### src/hw/fpa_defines.vh
// Purpose: Constants for the front panel annunciator.
// Assumes: 50 MHz CLK_I, Wishbone classic slave with 32-bit data.
// Notes: Offsets are byte addresses.
//
// Contract
// - Store in edit mode saves and applies setpoint
// - Successful store flashes a confirmation message
// - Idle over two minutes shows default, unless alarm/trip
// - Double store in monitor view selects default
// - Monitor page 2 never becomes the default
// - Store without access: unchanged, denied flash 2 s
// - Store acts only in edit or monitor mode
// - Run lit when commanded contactor confirms closed
// - Stop lit when both contactors off
// - Trip lights indicator and blocks motor starts
// - Aux relay follows trip indicator when configured
// - Trip cleared by front, rear or serial reset
// - Alarm indicator lit; aux follows when configured
// - Service lit on self-test failure
// - Monitor view has four ordered pages
// - Page key shows first line of next page
// - Page key on last page wraps to first
// - Power loss reverts default to phase currents
// - Edited setpoint unused until stored
// - Latched trip classes ignore front reset key
`ifndef FPA_DEFINES_VH
`define FPA_DEFINES_VH

`define FPA_CLK_NS 20
`define FPA_TICK_NS 1000000
`define FPA_IDLE_MS 120000
`define FPA_DENY_MS 2000
`define FPA_CONF_MS 1000

`define FPA_ADR_CTRL 8'h00
`define FPA_ADR_STATUS 8'h04
`define FPA_ADR_DEFAULT 8'h08
`define FPA_ADR_SP_SEL 8'h0C
`define FPA_ADR_SP_DATA 8'h10
`define FPA_ADR_EDIT 8'h14

`define FPA_CTRL_AUX_LO 0
`define FPA_CTRL_AUX_HI 1
`define FPA_CTRL_SER_RST 2
`define FPA_AUX_OFF 2'h0
`define FPA_AUX_TRIP 2'h1
`define FPA_AUX_ALARM 2'h2

`define FPA_PAGES 4
`define FPA_PAGE_STATUS 2'h1
`define FPA_DEF_PAGE_RST 2'h0
`define FPA_DEF_LINE_RST 3'h1

`define FPA_MSG_NORMAL 3'h0
`define FPA_MSG_STORED 3'h1
`define FPA_MSG_NEWDEF 3'h2
`define FPA_MSG_DENIED 3'h3
`define FPA_MSG_DEFAULT 3'h4

`endif

### src/hw/fpa_sync.v
// Purpose: Two-stage synchroniser with rising-edge pulses for panel pins.
// Assumes: Inputs are asynchronous to CLK_I; key bounce handled outside.
// Notes: Edge pulses come from the second stage only.
`timescale 1ns/100ps
module fpa_sync #(
    parameter W = 8
) (
    input wire clk_i,
    input wire rst_i,
    input wire [W-1:0] async_i,
    output wire [W-1:0] level_o,
    output wire [W-1:0] rise_o
);
    reg [W-1:0] meta_r;
    reg [W-1:0] sync_r;
    reg [W-1:0] prev_r;

    always @(posedge clk_i) begin
        if (rst_i) begin
            meta_r <= {W{1'b0}};
            sync_r <= {W{1'b0}};
            prev_r <= {W{1'b0}};
        end else begin
            meta_r <= async_i;
            sync_r <= meta_r;
            prev_r <= sync_r;
        end
    end

    assign level_o = sync_r;
    assign rise_o = sync_r & ~prev_r;
endmodule

### src/hw/fpa_top.v
// Purpose: Front panel logic: setpoint store, default message, indicators.
// Assumes: Keys, contactor status and fault inputs are pins; one clock.
// Notes: Setpoint memory is a register array standing in for non-volatile storage.
`timescale 1ns/100ps
`include "fpa_defines.vh"
module fpa_top #(
    parameter TICK_CYC = `FPA_TICK_NS / `FPA_CLK_NS,
    parameter IDLE_MS = `FPA_IDLE_MS,
    parameter DENY_MS = `FPA_DENY_MS,
    parameter CONF_MS = `FPA_CONF_MS,
    parameter LINES = 8,
    parameter SP_W = 8
) (
    input wire CLK_I,
    input wire RESET_I,
    input wire CYC_I,
    input wire STB_I,
    input wire WE_I,
    input wire [7:0] ADR_I,
    input wire [3:0] SEL_I,
    input wire [31:0] DAT_I,
    output reg [31:0] DAT_O,
    output reg ACK_O,
    input wire KEY_STORE_I,
    input wire KEY_PAGE_I,
    input wire KEY_LINE_UP_I,
    input wire KEY_LINE_DOWN_I,
    input wire KEY_VALUE_UP_I,
    input wire KEY_VALUE_DOWN_I,
    input wire KEY_RESET_I,
    input wire KEY_MONITOR_I,
    input wire KEY_SETTINGS_I,
    input wire ACCESS_I,
    input wire LOCKOUT_RESET_I,
    input wire CMD_A_I,
    input wire CMD_B_I,
    input wire STAT_A_I,
    input wire STAT_B_I,
    input wire TRIP_I,
    input wire TRIP_LATCHED_I,
    input wire ALARM_I,
    input wire SELFTEST_FAIL_I,
    output reg [2:0] DISP_MSG_O,
    output reg [1:0] DISP_PAGE_O,
    output reg [2:0] DISP_LINE_O,
    output reg DISP_SETTINGS_O,
    output reg RUN_LED_O,
    output reg STOP_LED_O,
    output reg TRIP_LED_O,
    output reg ALARM_LED_O,
    output reg SERVICE_LED_O,
    output reg AUX_OUTPUT_RELAY_O,
    output reg START_BLOCK_O
);
    localparam M_MON = 2'b01;
    localparam M_SET = 2'b10;
    localparam integer LAST_LINE_I = LINES - 1;
    localparam integer TICK_LAST_I = TICK_CYC - 1;
    localparam integer IDLE_LIM_I = IDLE_MS;
    localparam integer DENY_LEN_I = DENY_MS;
    localparam integer CONF_LEN_I = CONF_MS;
    localparam [2:0] LAST_LINE = LAST_LINE_I[2:0];
    localparam [15:0] TICK_LAST = TICK_LAST_I[15:0];
    localparam [16:0] IDLE_LIM = IDLE_LIM_I[16:0];
    localparam [16:0] DENY_LEN = DENY_LEN_I[16:0];
    localparam [16:0] CONF_LEN = CONF_LEN_I[16:0];

    wire [18:0] lvl;
    wire [18:0] rise;

    fpa_sync #(
        .W(19)
    ) u_sync (
        .clk_i(CLK_I),
        .rst_i(RESET_I),
        .async_i({SELFTEST_FAIL_I, ALARM_I, TRIP_LATCHED_I, TRIP_I, STAT_B_I,
                  STAT_A_I, CMD_B_I, CMD_A_I, LOCKOUT_RESET_I, ACCESS_I,
                  KEY_SETTINGS_I, KEY_MONITOR_I, KEY_RESET_I, KEY_VALUE_DOWN_I,
                  KEY_VALUE_UP_I, KEY_LINE_DOWN_I, KEY_LINE_UP_I, KEY_PAGE_I,
                  KEY_STORE_I}),
        .level_o(lvl),
        .rise_o(rise)
    );

    wire k_store = rise[0];
    wire k_page = rise[1];
    wire k_lup = rise[2];
    wire k_ldn = rise[3];
    wire k_vup = rise[4];
    wire k_vdn = rise[5];
    wire k_rst = rise[6];
    wire k_mon = rise[7];
    wire k_set = rise[8];
    wire any_key = |rise[8:0];
    wire access = lvl[9];
    wire rear_rst = rise[10];
    wire cmd_a = lvl[11];
    wire cmd_b = lvl[12];
    wire stat_a = lvl[13];
    wire stat_b = lvl[14];
    wire trip_in = lvl[15];
    wire trip_hard_in = lvl[16];
    wire alarm = lvl[17];
    wire self_fail = lvl[18];

    reg [1:0] mode_r;
    reg [1:0] page_r;
    reg [2:0] line_r;
    reg [1:0] def_page_r;
    reg [2:0] def_line_r;
    reg [SP_W-1:0] sp_mem [0:31];
    reg [SP_W-1:0] edit_r;
    reg dirty_r;
    reg arm_r;
    reg [2:0] flash_msg_r;
    reg [16:0] flash_cnt_r;
    reg [16:0] idle_cnt_r;
    reg showing_def_r;
    reg [15:0] div_r;
    reg tick_r;
    reg trip_r;
    reg hard_r;
    reg [1:0] aux_mode_r;
    reg ser_rst_r;
    reg [4:0] sp_sel_r;
    integer i;

    wire [4:0] idx = {page_r, line_r};
    wire [SP_W-1:0] shown_sp = dirty_r ? edit_r : sp_mem[idx];
    wire in_set = mode_r == M_SET;
    wire in_mon = mode_r == M_MON;
    wire idle_over = idle_cnt_r > IDLE_LIM;

    function is_live;
        input [16:0] cnt;
        begin
            is_live = cnt != 17'h00000;
        end
    endfunction

    function [SP_W-1:0] next_sp;
        input [SP_W-1:0] val;
        input up;
        begin
            next_sp = up ? val + 1'b1 : val - 1'b1;
        end
    endfunction

    function [2:0] line_step;
        input [2:0] cur;
        input down;
        begin
            line_step = down ? cur + 3'h1 : cur - 3'h1;
        end
    endfunction

    // Fixed 1 ms tick runs independent of key activity; a key restarts the idle count, not the tick
    always @(posedge CLK_I) begin
        if (RESET_I) begin
            div_r <= 16'h0000;
            tick_r <= 1'b0;
        end else begin
            tick_r <= div_r == TICK_LAST;
            div_r <= (div_r == TICK_LAST) ? 16'h0000 : div_r + 16'h0001;
        end
    end

    // Trip latch; a new trip in the clearing cycle wins over the clear
    wire front_clr = k_rst & ~hard_r;
    wire trip_clr = front_clr | rear_rst | ser_rst_r;
    always @(posedge CLK_I) begin
        if (RESET_I) begin
            trip_r <= 1'b0;
            hard_r <= 1'b0;
        end else begin
            trip_r <= trip_in | (trip_r & ~trip_clr);
            hard_r <= (trip_in & trip_hard_in) | (hard_r & ~(rear_rst | ser_rst_r));
        end
    end

    // Front panel navigation, store key handling and message flashes
    always @(posedge CLK_I) begin
        if (RESET_I) begin
            mode_r <= M_MON;
            page_r <= 2'h0;
            line_r <= 3'h0;
            def_page_r <= `FPA_DEF_PAGE_RST;
            def_line_r <= `FPA_DEF_LINE_RST;
            edit_r <= {SP_W{1'b0}};
            dirty_r <= 1'b0;
            arm_r <= 1'b0;
            flash_msg_r <= `FPA_MSG_NORMAL;
            flash_cnt_r <= 17'h00000;
            idle_cnt_r <= 17'h00000;
            showing_def_r <= 1'b0;
            for (i = 0; i < 32; i = i + 1) begin
                sp_mem[i] <= {SP_W{1'b0}};
            end
        end else begin
            if (is_live(flash_cnt_r) && tick_r) begin
                flash_cnt_r <= flash_cnt_r - 17'h00001;
            end
            if (any_key) begin
                idle_cnt_r <= 17'h00000;
                showing_def_r <= 1'b0;
            end else if (tick_r && !idle_over) begin
                idle_cnt_r <= idle_cnt_r + 17'h00001;
            end
            // A key in the same cycle wins, so a fresh press is never lost
            if (idle_over && !alarm && !trip_r && !showing_def_r && !any_key) begin
                showing_def_r <= 1'b1;
                mode_r <= M_MON;
                page_r <= def_page_r;
                line_r <= def_line_r;
                dirty_r <= 1'b0;
                arm_r <= 1'b0;
            end
            if (any_key && !k_store) begin
                arm_r <= 1'b0;
            end
            if (k_mon) begin
                mode_r <= M_MON;
                page_r <= 2'h0;
                line_r <= 3'h0;
                dirty_r <= 1'b0;
            end else if (k_set) begin
                mode_r <= M_SET;
                page_r <= 2'h0;
                line_r <= 3'h0;
                dirty_r <= 1'b0;
            end else if (k_page) begin
                // Four pages, so the counter wraps from the last to the first
                page_r <= page_r + 2'h1;
                line_r <= 3'h0;
                dirty_r <= 1'b0;
            end else if (k_ldn && line_r != LAST_LINE) begin
                line_r <= line_step(line_r, 1'b1);
                dirty_r <= 1'b0;
            end else if (k_lup && line_r != 3'h0) begin
                line_r <= line_step(line_r, 1'b0);
                dirty_r <= 1'b0;
            end else if ((k_vup || k_vdn) && in_set) begin
                // Edits stay in edit_r; the working setpoint is untouched
                edit_r <= next_sp(shown_sp, k_vup);
                dirty_r <= 1'b1;
            end else if (k_store && in_set) begin
                if (access) begin
                    sp_mem[idx] <= shown_sp;
                    flash_msg_r <= `FPA_MSG_STORED;
                    flash_cnt_r <= CONF_LEN;
                end else begin
                    flash_msg_r <= `FPA_MSG_DENIED;
                    flash_cnt_r <= DENY_LEN;
                end
                // A refused store drops the edit too; it is keyed in again once allowed
                dirty_r <= 1'b0;
            end else if (k_store && in_mon) begin
                // Access input deliberately not consulted here
                if (!arm_r) begin
                    arm_r <= 1'b1;
                end else begin
                    arm_r <= 1'b0;
                    if (page_r != `FPA_PAGE_STATUS) begin
                        def_page_r <= page_r;
                        def_line_r <= line_r;
                        flash_msg_r <= `FPA_MSG_NEWDEF;
                        flash_cnt_r <= CONF_LEN;
                    end
                end
            end
        end
    end

    // Registered panel outputs
    always @(posedge CLK_I) begin
        if (RESET_I) begin
            DISP_MSG_O <= `FPA_MSG_NORMAL;
            DISP_PAGE_O <= 2'h0;
            DISP_LINE_O <= 3'h0;
            DISP_SETTINGS_O <= 1'b0;
            RUN_LED_O <= 1'b0;
            STOP_LED_O <= 1'b0;
            TRIP_LED_O <= 1'b0;
            ALARM_LED_O <= 1'b0;
            SERVICE_LED_O <= 1'b0;
            AUX_OUTPUT_RELAY_O <= 1'b0;
            START_BLOCK_O <= 1'b0;
        end else begin
            if (is_live(flash_cnt_r)) begin
                DISP_MSG_O <= flash_msg_r;
            end else if (showing_def_r) begin
                DISP_MSG_O <= `FPA_MSG_DEFAULT;
            end else begin
                DISP_MSG_O <= `FPA_MSG_NORMAL;
            end
            DISP_PAGE_O <= page_r;
            DISP_LINE_O <= line_r;
            DISP_SETTINGS_O <= in_set;
            // Only contactor command and feedback count; current never reaches here
            RUN_LED_O <= (cmd_a & stat_a) | (cmd_b & stat_b);
            STOP_LED_O <= ~stat_a & ~stat_b;
            TRIP_LED_O <= trip_r;
            START_BLOCK_O <= trip_r;
            ALARM_LED_O <= alarm;
            SERVICE_LED_O <= self_fail;
            case (aux_mode_r)
                `FPA_AUX_TRIP: AUX_OUTPUT_RELAY_O <= trip_r;
                `FPA_AUX_ALARM: AUX_OUTPUT_RELAY_O <= alarm;
                default: AUX_OUTPUT_RELAY_O <= 1'b0;
            endcase
        end
    end

    // Wishbone classic slave: one wait state, ack drops after one cycle
    wire bus_req = CYC_I & STB_I & ~ACK_O;
    wire bus_wr = bus_req & WE_I & SEL_I[0];
    always @(posedge CLK_I) begin
        if (RESET_I) begin
            ACK_O <= 1'b0;
            DAT_O <= 32'h00000000;
            aux_mode_r <= `FPA_AUX_OFF;
            ser_rst_r <= 1'b0;
            sp_sel_r <= 5'h00;
        end else begin
            ACK_O <= bus_req;
            ser_rst_r <= 1'b0;
            if (bus_wr && ADR_I == `FPA_ADR_CTRL) begin
                aux_mode_r <= DAT_I[`FPA_CTRL_AUX_HI:`FPA_CTRL_AUX_LO];
                ser_rst_r <= DAT_I[`FPA_CTRL_SER_RST];
            end
            if (bus_wr && ADR_I == `FPA_ADR_SP_SEL) begin
                sp_sel_r <= DAT_I[4:0];
            end
            if (bus_req && !WE_I) begin
                case (ADR_I)
                    `FPA_ADR_CTRL: DAT_O <= {30'h0, aux_mode_r};
                    `FPA_ADR_STATUS: DAT_O <= {14'h0, flash_msg_r, showing_def_r,
                        AUX_OUTPUT_RELAY_O, SERVICE_LED_O, STOP_LED_O, RUN_LED_O,
                        alarm, hard_r, trip_r, line_r, page_r, mode_r};
                    `FPA_ADR_DEFAULT: DAT_O <= {27'h0, def_line_r, def_page_r};
                    `FPA_ADR_SP_SEL: DAT_O <= {27'h0, sp_sel_r};
                    `FPA_ADR_SP_DATA: DAT_O <= {{(32-SP_W){1'b0}}, sp_mem[sp_sel_r]};
                    `FPA_ADR_EDIT: DAT_O <= {{(31-SP_W){1'b0}}, dirty_r, shown_sp};
                    default: DAT_O <= 32'h00000000;
                endcase
            end
        end
    end
endmodule

### config.mk
export PLATFORM = sky130hd
export DESIGN_NAME = fpa_top
export DESIGN_NICKNAME = d
export VERILOG_FILES = /design/src/hw/fpa_sync.v /design/src/hw/fpa_top.v
export VERILOG_INCLUDE_DIRS = /design/src /design/src/hw
export SDC_FILE = /design/constraint.sdc
export NUM_CORES = 1
export LEC_CHECK = 0
export BUFFER_PORTS_ARGS = -buffer_cell sky130_fd_sc_hd__buf_2
export CORE_ASPECT_RATIO = 0.6
export CORE_MARGIN = 1
export CORE_UTILIZATION = 52
export CTS_CLUSTER_SIZE = 12
export DETAILED_ROUTE_END_ITERATION = 16
export GPL_TIMING_DRIVEN = 0
export PLACE_DENSITY = 0.76
export SLEW_MARGIN = 20
export SYNTH_ARGS = -nofsm -noshare
export SYNTH_HDL_FRONTEND = slang
export SYNTH_SLANG_ARGS = --single-unit
### constraint.sdc
create_clock -name CLK_I -period 7.65 [get_ports CLK_I]
set_clock_uncertainty 0.05 [all_clocks]
set_input_delay 0 -clock CLK_I [delete_from_list [all_inputs] [get_ports CLK_I]]
set_output_delay 0 -clock CLK_I [all_outputs]
set_load 0.005 [all_outputs]
Yosys cells after proc, flatten, opt, wreduce, memory -nomap -nowiden
Memories as Yosys holds them, arrays and structs flattened. A register that Yosys moved wholly into a read port is not among the register bits.
Index checks and enable logic that the tools add are counted.
{"block": "op_classes", "bitwise_logic": 33, "add_sub_neg": 8, "n_mux": 63, "n_lt_le_gt_ge": 1, "n_eq_ne": 12, "n_reduce_logical": 46}
{"operator": "2-to-1 mux 17 bit", "count": 11}
{"operator": "one-hot mux 18 bit (6 select lines)", "count": 1}
{"operator": "2-to-1 mux 1 bit", "count": 29}
{"operator": "2-to-1 mux 3 bit", "count": 9}
{"operator": "2-to-1 mux 8 bit", "count": 3}
{"operator": "adder 17 x 1 -> 17 bit (second input constant)", "count": 1}
{"operator": "greater-than comparator 17 bit (second input constant)", "count": 1}
{"operator": "nonzero test 17 bit", "count": 1}
{"operator": "subtractor 17 x 1 -> 17 bit (second input constant)", "count": 1}
{"operator": "adder 16 x 1 -> 16 bit (second input constant)", "count": 1}
{"operator": "== test 16 bit (second input constant)", "count": 1}
{"operator": "== test 8 x 4 -> 1 bit (second input constant)", "count": 2}
{"operator": "== test 8 x 5 -> 1 bit (second input constant)", "count": 2}
{"operator": "logical AND 1 bit", "count": 15}
{"operator": "2-to-1 mux 5 bit", "count": 3}
{"operator": "NOT 1 bit", "count": 14}
{"operator": "nonzero test 2 bit", "count": 6}
{"operator": "AND 1 bit", "count": 11}
{"operator": "AND 11 bit", "count": 1}
{"operator": "2-to-1 mux 11 bit", "count": 1}
{"operator": "NOT 11 bit", "count": 1}
{"operator": "2-to-1 mux 2 bit", "count": 5}
{"operator": "AND reduction 10 bit", "count": 1}
{"operator": "OR reduction 10 bit", "count": 1}
{"operator": "24 further kinds", "count": 41}
{"block": "word_totals", "ff_bits": 184, "inputBits": 68, "mem_count": 1, "ram_bits": 256}
{"name": "sp_mem", "words": 32, "word_bits": 8, "rd": 2, "rd_clocked_by_memory_dff": 1, "write_ports": 32, "line": "fpa_top.v:111", "source": "reg [SP_W-1:0] sp_mem [0:31];"}

Logic depth before layout (Yosys ltp)
{"block": "depth", "depth_word": 15, "depth_mapped": 18, "depth_no_buf": 14}

Modules after synthesis
A second synthesis with hierarchy kept.
{"block": "unflattened", "cells_unflattened": 1694, "area_unflattened_um2": 20807.5}
{"mod": "fpa_top", "cells_per_inst": 1555, "area_each_um2": 19135.9, "n_inst": 1}
{"mod": "fpa_sync", "cells_per_inst": 139, "area_each_um2": 1671.6, "n_inst": 1}

Worst setup path after synthesis
OpenSTA, ideal clock, no wires.
{"block": "synth_path", "path_kind": "reg-to-reg", "startpoint": "register line_r[0]", "endpoint": "register edit_r[6]", "setup_slack_ns": 3.617, "period_less_slack_ns": 4.033, "arrival_time_ns": 3.913, "stages_incl_launch_ff": 17, "path_cell_list": "dfxtp_1 > buf_4 > buf_2 > mux4_2 > mux4_2 > mux2_2 > mux2i_4 > buf_2 > inv_1 > fa_1 > a21o_1 > a21oi_1 > o21bai_1 > a21oi_1 > xnor2_1 > nand2_1 > a21oi_1"}
{"block": "synth_via", "elab_chain_cells": 4}
{"element": "start: declaration", "line": "fpa_top.v:108", "source": "reg [2:0] line_r;"}
{"element": "start signal: assignment", "line": "fpa_top.v:214", "source": "line_r <= def_line_r;"}
{"element": "start signal: assignment", "line": "fpa_top.v:237", "source": "line_r <= line_step(line_r, 1'b1);"}
{"element": "start signal: assignment", "line": "fpa_top.v:240", "source": "line_r <= line_step(line_r, 1'b0);"}
{"element": "memory (32 x 8 bit) *"}
{"element": "2-to-1 mux 8 bit *", "line": "fpa_top.v:129", "source": "wire [SP_W-1:0] shown_sp = dirty_r ? edit_r : sp_mem[idx];"}
{"element": "net shown_sp[1]", "line": "fpa_top.v:129"}
{"element": "subtractor 8 x 1 -> 8 bit or adder 8 x 1 -> 8 bit (tied branches)", "line": "fpa_top.v:145", "source": "next_sp = up ? val + 1'b1 : val - 1'b1;"}
{"element": "2-to-1 mux 8 bit *", "line": "fpa_top.v:145"}
{"element": "end signal: assignment", "line": "fpa_top.v:189", "source": "edit_r <= {SP_W{1'b0}};"}
{"element": "end signal: assignment", "line": "fpa_top.v:244", "source": "edit_r <= next_sp(shown_sp, k_vup);"}
{"element": "end: declaration", "line": "fpa_top.v:112", "source": "reg [SP_W-1:0] edit_r;"}
The timed path passes the listed nets; every way through them passes the cells marked *.
A chain may end at the register's enable or synchronous reset.

Final worst setup path
{"block": "layout_path", "startpoint": "register line_r[1]", "endpoint": "register edit_r[6]"}
The elaborated chain is that of the path after synthesis.

==> results by group <==
Outcome
  – Status: finished, final reports clean

STA
  – Final setup viols: 0
  – Fin worst setup slack: 1.89 ns
  – Hold slack: 0.143 ns
  – Slew headroom: 22.0%
  – TNS Setup: 0 ns
  – Fmax: 174 MHz
  – Crit path time final: 5.76 ns
  – Count of final hold-check violations: 0
  – Unrepaired setup endpoints after global routing: no
  – Final period util: 75.2%
  – Worst-Margin Slew: 1.17 ns
  – Slew Limit Fails: 0

Setup path
  – Critical path arrival: 6.19 ns
  – CP startpoint kind: flop
  – Worst path max stage delay: 0.90 ns
  – Max FO, Critical Path: 10
  – Critical path class: flop to flop
  – Critical Path, Cell by Cell: buf_2, clkbuf_1, mux4_2, mux4_2, mux2_2, mux2i_4, buf_2, inv_2, ha_1, a21o_1, a21oi_1, o21bai_1, a21oi_1, xnor2_1, nand2_1, a21oi_1
  – Crit path buffers/inverters: 4
  – Crit-path leading delay family: buffers and inverters
  – CP dominant cell by count: a21oi_1
  – Crit path capture type: flop
  – Critical path's slowest cell: clkbuf_1
  – CP required: 8.08 ns

Synthesis
  – Ys flop type: edfxtp_1
  – Number of distinct library cells after synthesis: 61
  – Synth top area cells: edfxtp_1 (37%), mux4_2 (17%), dfxtp_1 (17%), nor2_1 (6.5%), nor2b_1 (2.0%)
  – Synth Register Bits: 428
  – Yosys top cell by area: edfxtp_1
  – YS warnings: 0
  – Top post-synthesis cells by count: nor2_1 (359), edfxtp_1 (256), dfxtp_1 (172), mux4_2 (156), clkbuf_1 (69)
  – Post-synthesis cell count: 1679
  – Most frequent cell after synthesis: nor2_1
  – Seq/Total Area, Yosys: 53.7%
  – EDFF count, synth: 256
  – Synthesized area: 0.0207 mm2
  – Avg Cell Area, Syn: 12.3 um2
  – Asr flop ratio synth: 0%
  – Top cell type's share of synthesized area: 37.1%

Clocking
  – Clk_lat worst skew: 0.57 ns
  – Total clock sinks: 428
  – Max clock buf depth: 3
  – # resized after CTS: 0
  – Clock-pin slew on the worst setup and hold paths: 0.06 ns
  – CTS Buf Count: 42
  – H-tree Lvls: 2
  – CTS tree: yes
  – Root buffer cell: clkbuf_16

Global route
  – Largest net degree at the start of global routing: 14
  – Overflow after GRT: 0
  – Global-route wire length before repair: 94900 um
  – Initial antenna violation count: 3
  – Vias in the first global route: 14651
  – Total track usage: 32.5%

Place
  – Pre-CTS WS: 2.15 ns
  – Detailed Place HPWL: 48500 um
  – Total placed cells including tap cells: 2284
  – Routability congestion estimate: 1.02
  – Placed cell areas: 0.0218 mm2
  – Port Buffers: 69

Route
  – Initial DRC Count: 2746
  – Number of antenna-violating nets in the routed design: 0
  – Wire per inst: 27.5 um
  – Detailed-router iteration count before antenna repair: 6
  – Via density: 6.50
  – DRC Markers: 0
  – Routed WL: 65600 um
  – Vias: 15493

Power
  – P_leak: 0.00828 uW
  – VDD IR max: 0.000157 V
  – Power per Cell Area: 211 mW/mm2

Layout
  – Fraction of layout cells with a size suffix above 1: 19.4%
  – Area grow syn2layout: 12.5%
  – Fill cell count: 3074
  – Nets: 1933
  – Fin area: 0.0233 mm2
  – Post-Layout Cell Count: 2384

Floorplanning
  – Die width: 260 um
  – Die Area: 0.0407 mm2
  – Die height: 157 um
  – Cell row count: 56
  – Initial Util: 52.9%
  – # IOs: 117
  – Core area: 0.0392 mm2

Worst hold path
  – Worst Hold Class: input pin to flop

Run
  – Max cap viols: 0
state kept, by name, summed over array words and instances, names as in the netlist, 2 cells and up, named ones only:
register and count:
DAT_O 17, DISP_LINE_O 3, DISP_MSG_O 3, DISP_PAGE_O 2, aux_mode_r 2, def_line_r 3, def_page_r 2, div_r 16
edit_r 8, flash_cnt_r 17, flash_msg_r 2, idle_cnt_r 17, line_r 3, mode_r 2, page_r 2, sp_mem 256
sp_sel_r 5, u_sync.level_o 19, u_sync.meta_r 19, u_sync.prev_r 10
final timing paths:
check	depth (start not counted)	slack, ns	endpoint	startpoint
max reg2reg	16	1.89	edit_r[6]	line_r[1]
min reg2reg	1	0.37	STOP_LED_O	u_sync.level_o[13]
max	16	1.89	edit_r[6]	line_r[1]
min	3	0.14	u_sync.meta_r[11]	CMD_A_I
per-stage QoR:
stage               total power (uW)  utilization [%]
detailed placement              2990             55.6
CTS                             4890             59.5
floorplan                       2830                -
global placement                2980             55.6
finish                          4910             59.5
global route                    5010             59.5
area by class of cell:
class	count	area, um2	share of cell area [%]
tap	522	653	2.80
inverter	35	131	0.564
antenna	1	2.50	0.0107
clock inverter	5	67.6	0.290
clock buffer	59	1120	4.80
multi-input combinational	1100	8870	38.1
sequential	428	11100	47.8
timing repair buffer	104	696	2.99
buffer	130	627	2.69
report_power, final:
| group | internal [uW] | switching (uW) |
|---|---|---|
| clock | 1050 | 886 |
| combinational | 157 | 286 |
| sequential | 2500 | 38.6 |
| total | 3700 | 1210 |
cell families after synthesis:
family	Yosys count	synth area share, %
and+or+nand+nor	685	15.5
DFF	428	53.7
muxes	210	20.0
buffers and inverters	165	3.66
AOI/OAI and AO/OA	136	4.30
xor gates and xnor gates	30	1.27
adders and majority gates	24	1.49
other	1	0.0181
repair_timing:
| action | CTS | global route |
|---|---|---|
| hold buffers | 35 | 0 |
| buffers inserted | 0 | 0 |
| hold endpoints to repair | 35 | 0 |
worst register-to-register path: stages (launching register included):
cell and delay [ns]:
dfxtp_1 0.57, buf_2 0.45, clkbuf_1 0.91, mux4_2 0.42
mux4_2 0.61, mux2_2 0.36, mux2i_4 0.34, buf_2 0.42
inv_2 0.06, ha_1 0.38, a21o_1 0.20, a21oi_1 0.22
o21bai_1 0.09, a21oi_1 0.20, xnor2_1 0.15, nand2_1 0.07
a21oi_1 0.20
layer usage:
metal / part of all wire (%) / GRT usage (%) / vias up
met2: 40 / 43.3 / 1231
met3: 18 / 15.6 / 135
met1: 40 / 47.4 / 7664
met5: 0.081 / 0 / -
li1: - / - / 6459
met4: 2.2 / 7.45 / 4
cell usage in the layout (no fill, tap or decap), types with 17 or more instances in the layout:
| master | count |
|---|---|
| a21oi_1 | 44 |
| a22oi_1 | 19 |
| buf_2 | 99 |
| buf_4 | 17 |
| clkbuf_1 | 85 |
| clkbuf_16 | 42 |
| dfxtp_1 | 172 |
| dlygate4sd3_1 | 35 |
| edfxtp_1 | 256 |
| ha_1 | 23 |
| inv_1 | 28 |
| mux2i_1 | 33 |
| mux4_2 | 156 |
| nand2_1 | 68 |
| nand2b_1 | 46 |
| nand3_1 | 43 |
| nor2_1 | 359 |
| nor2b_1 | 67 |
| xnor2_1 | 17 |
Power figures use the tool's default switching activity.
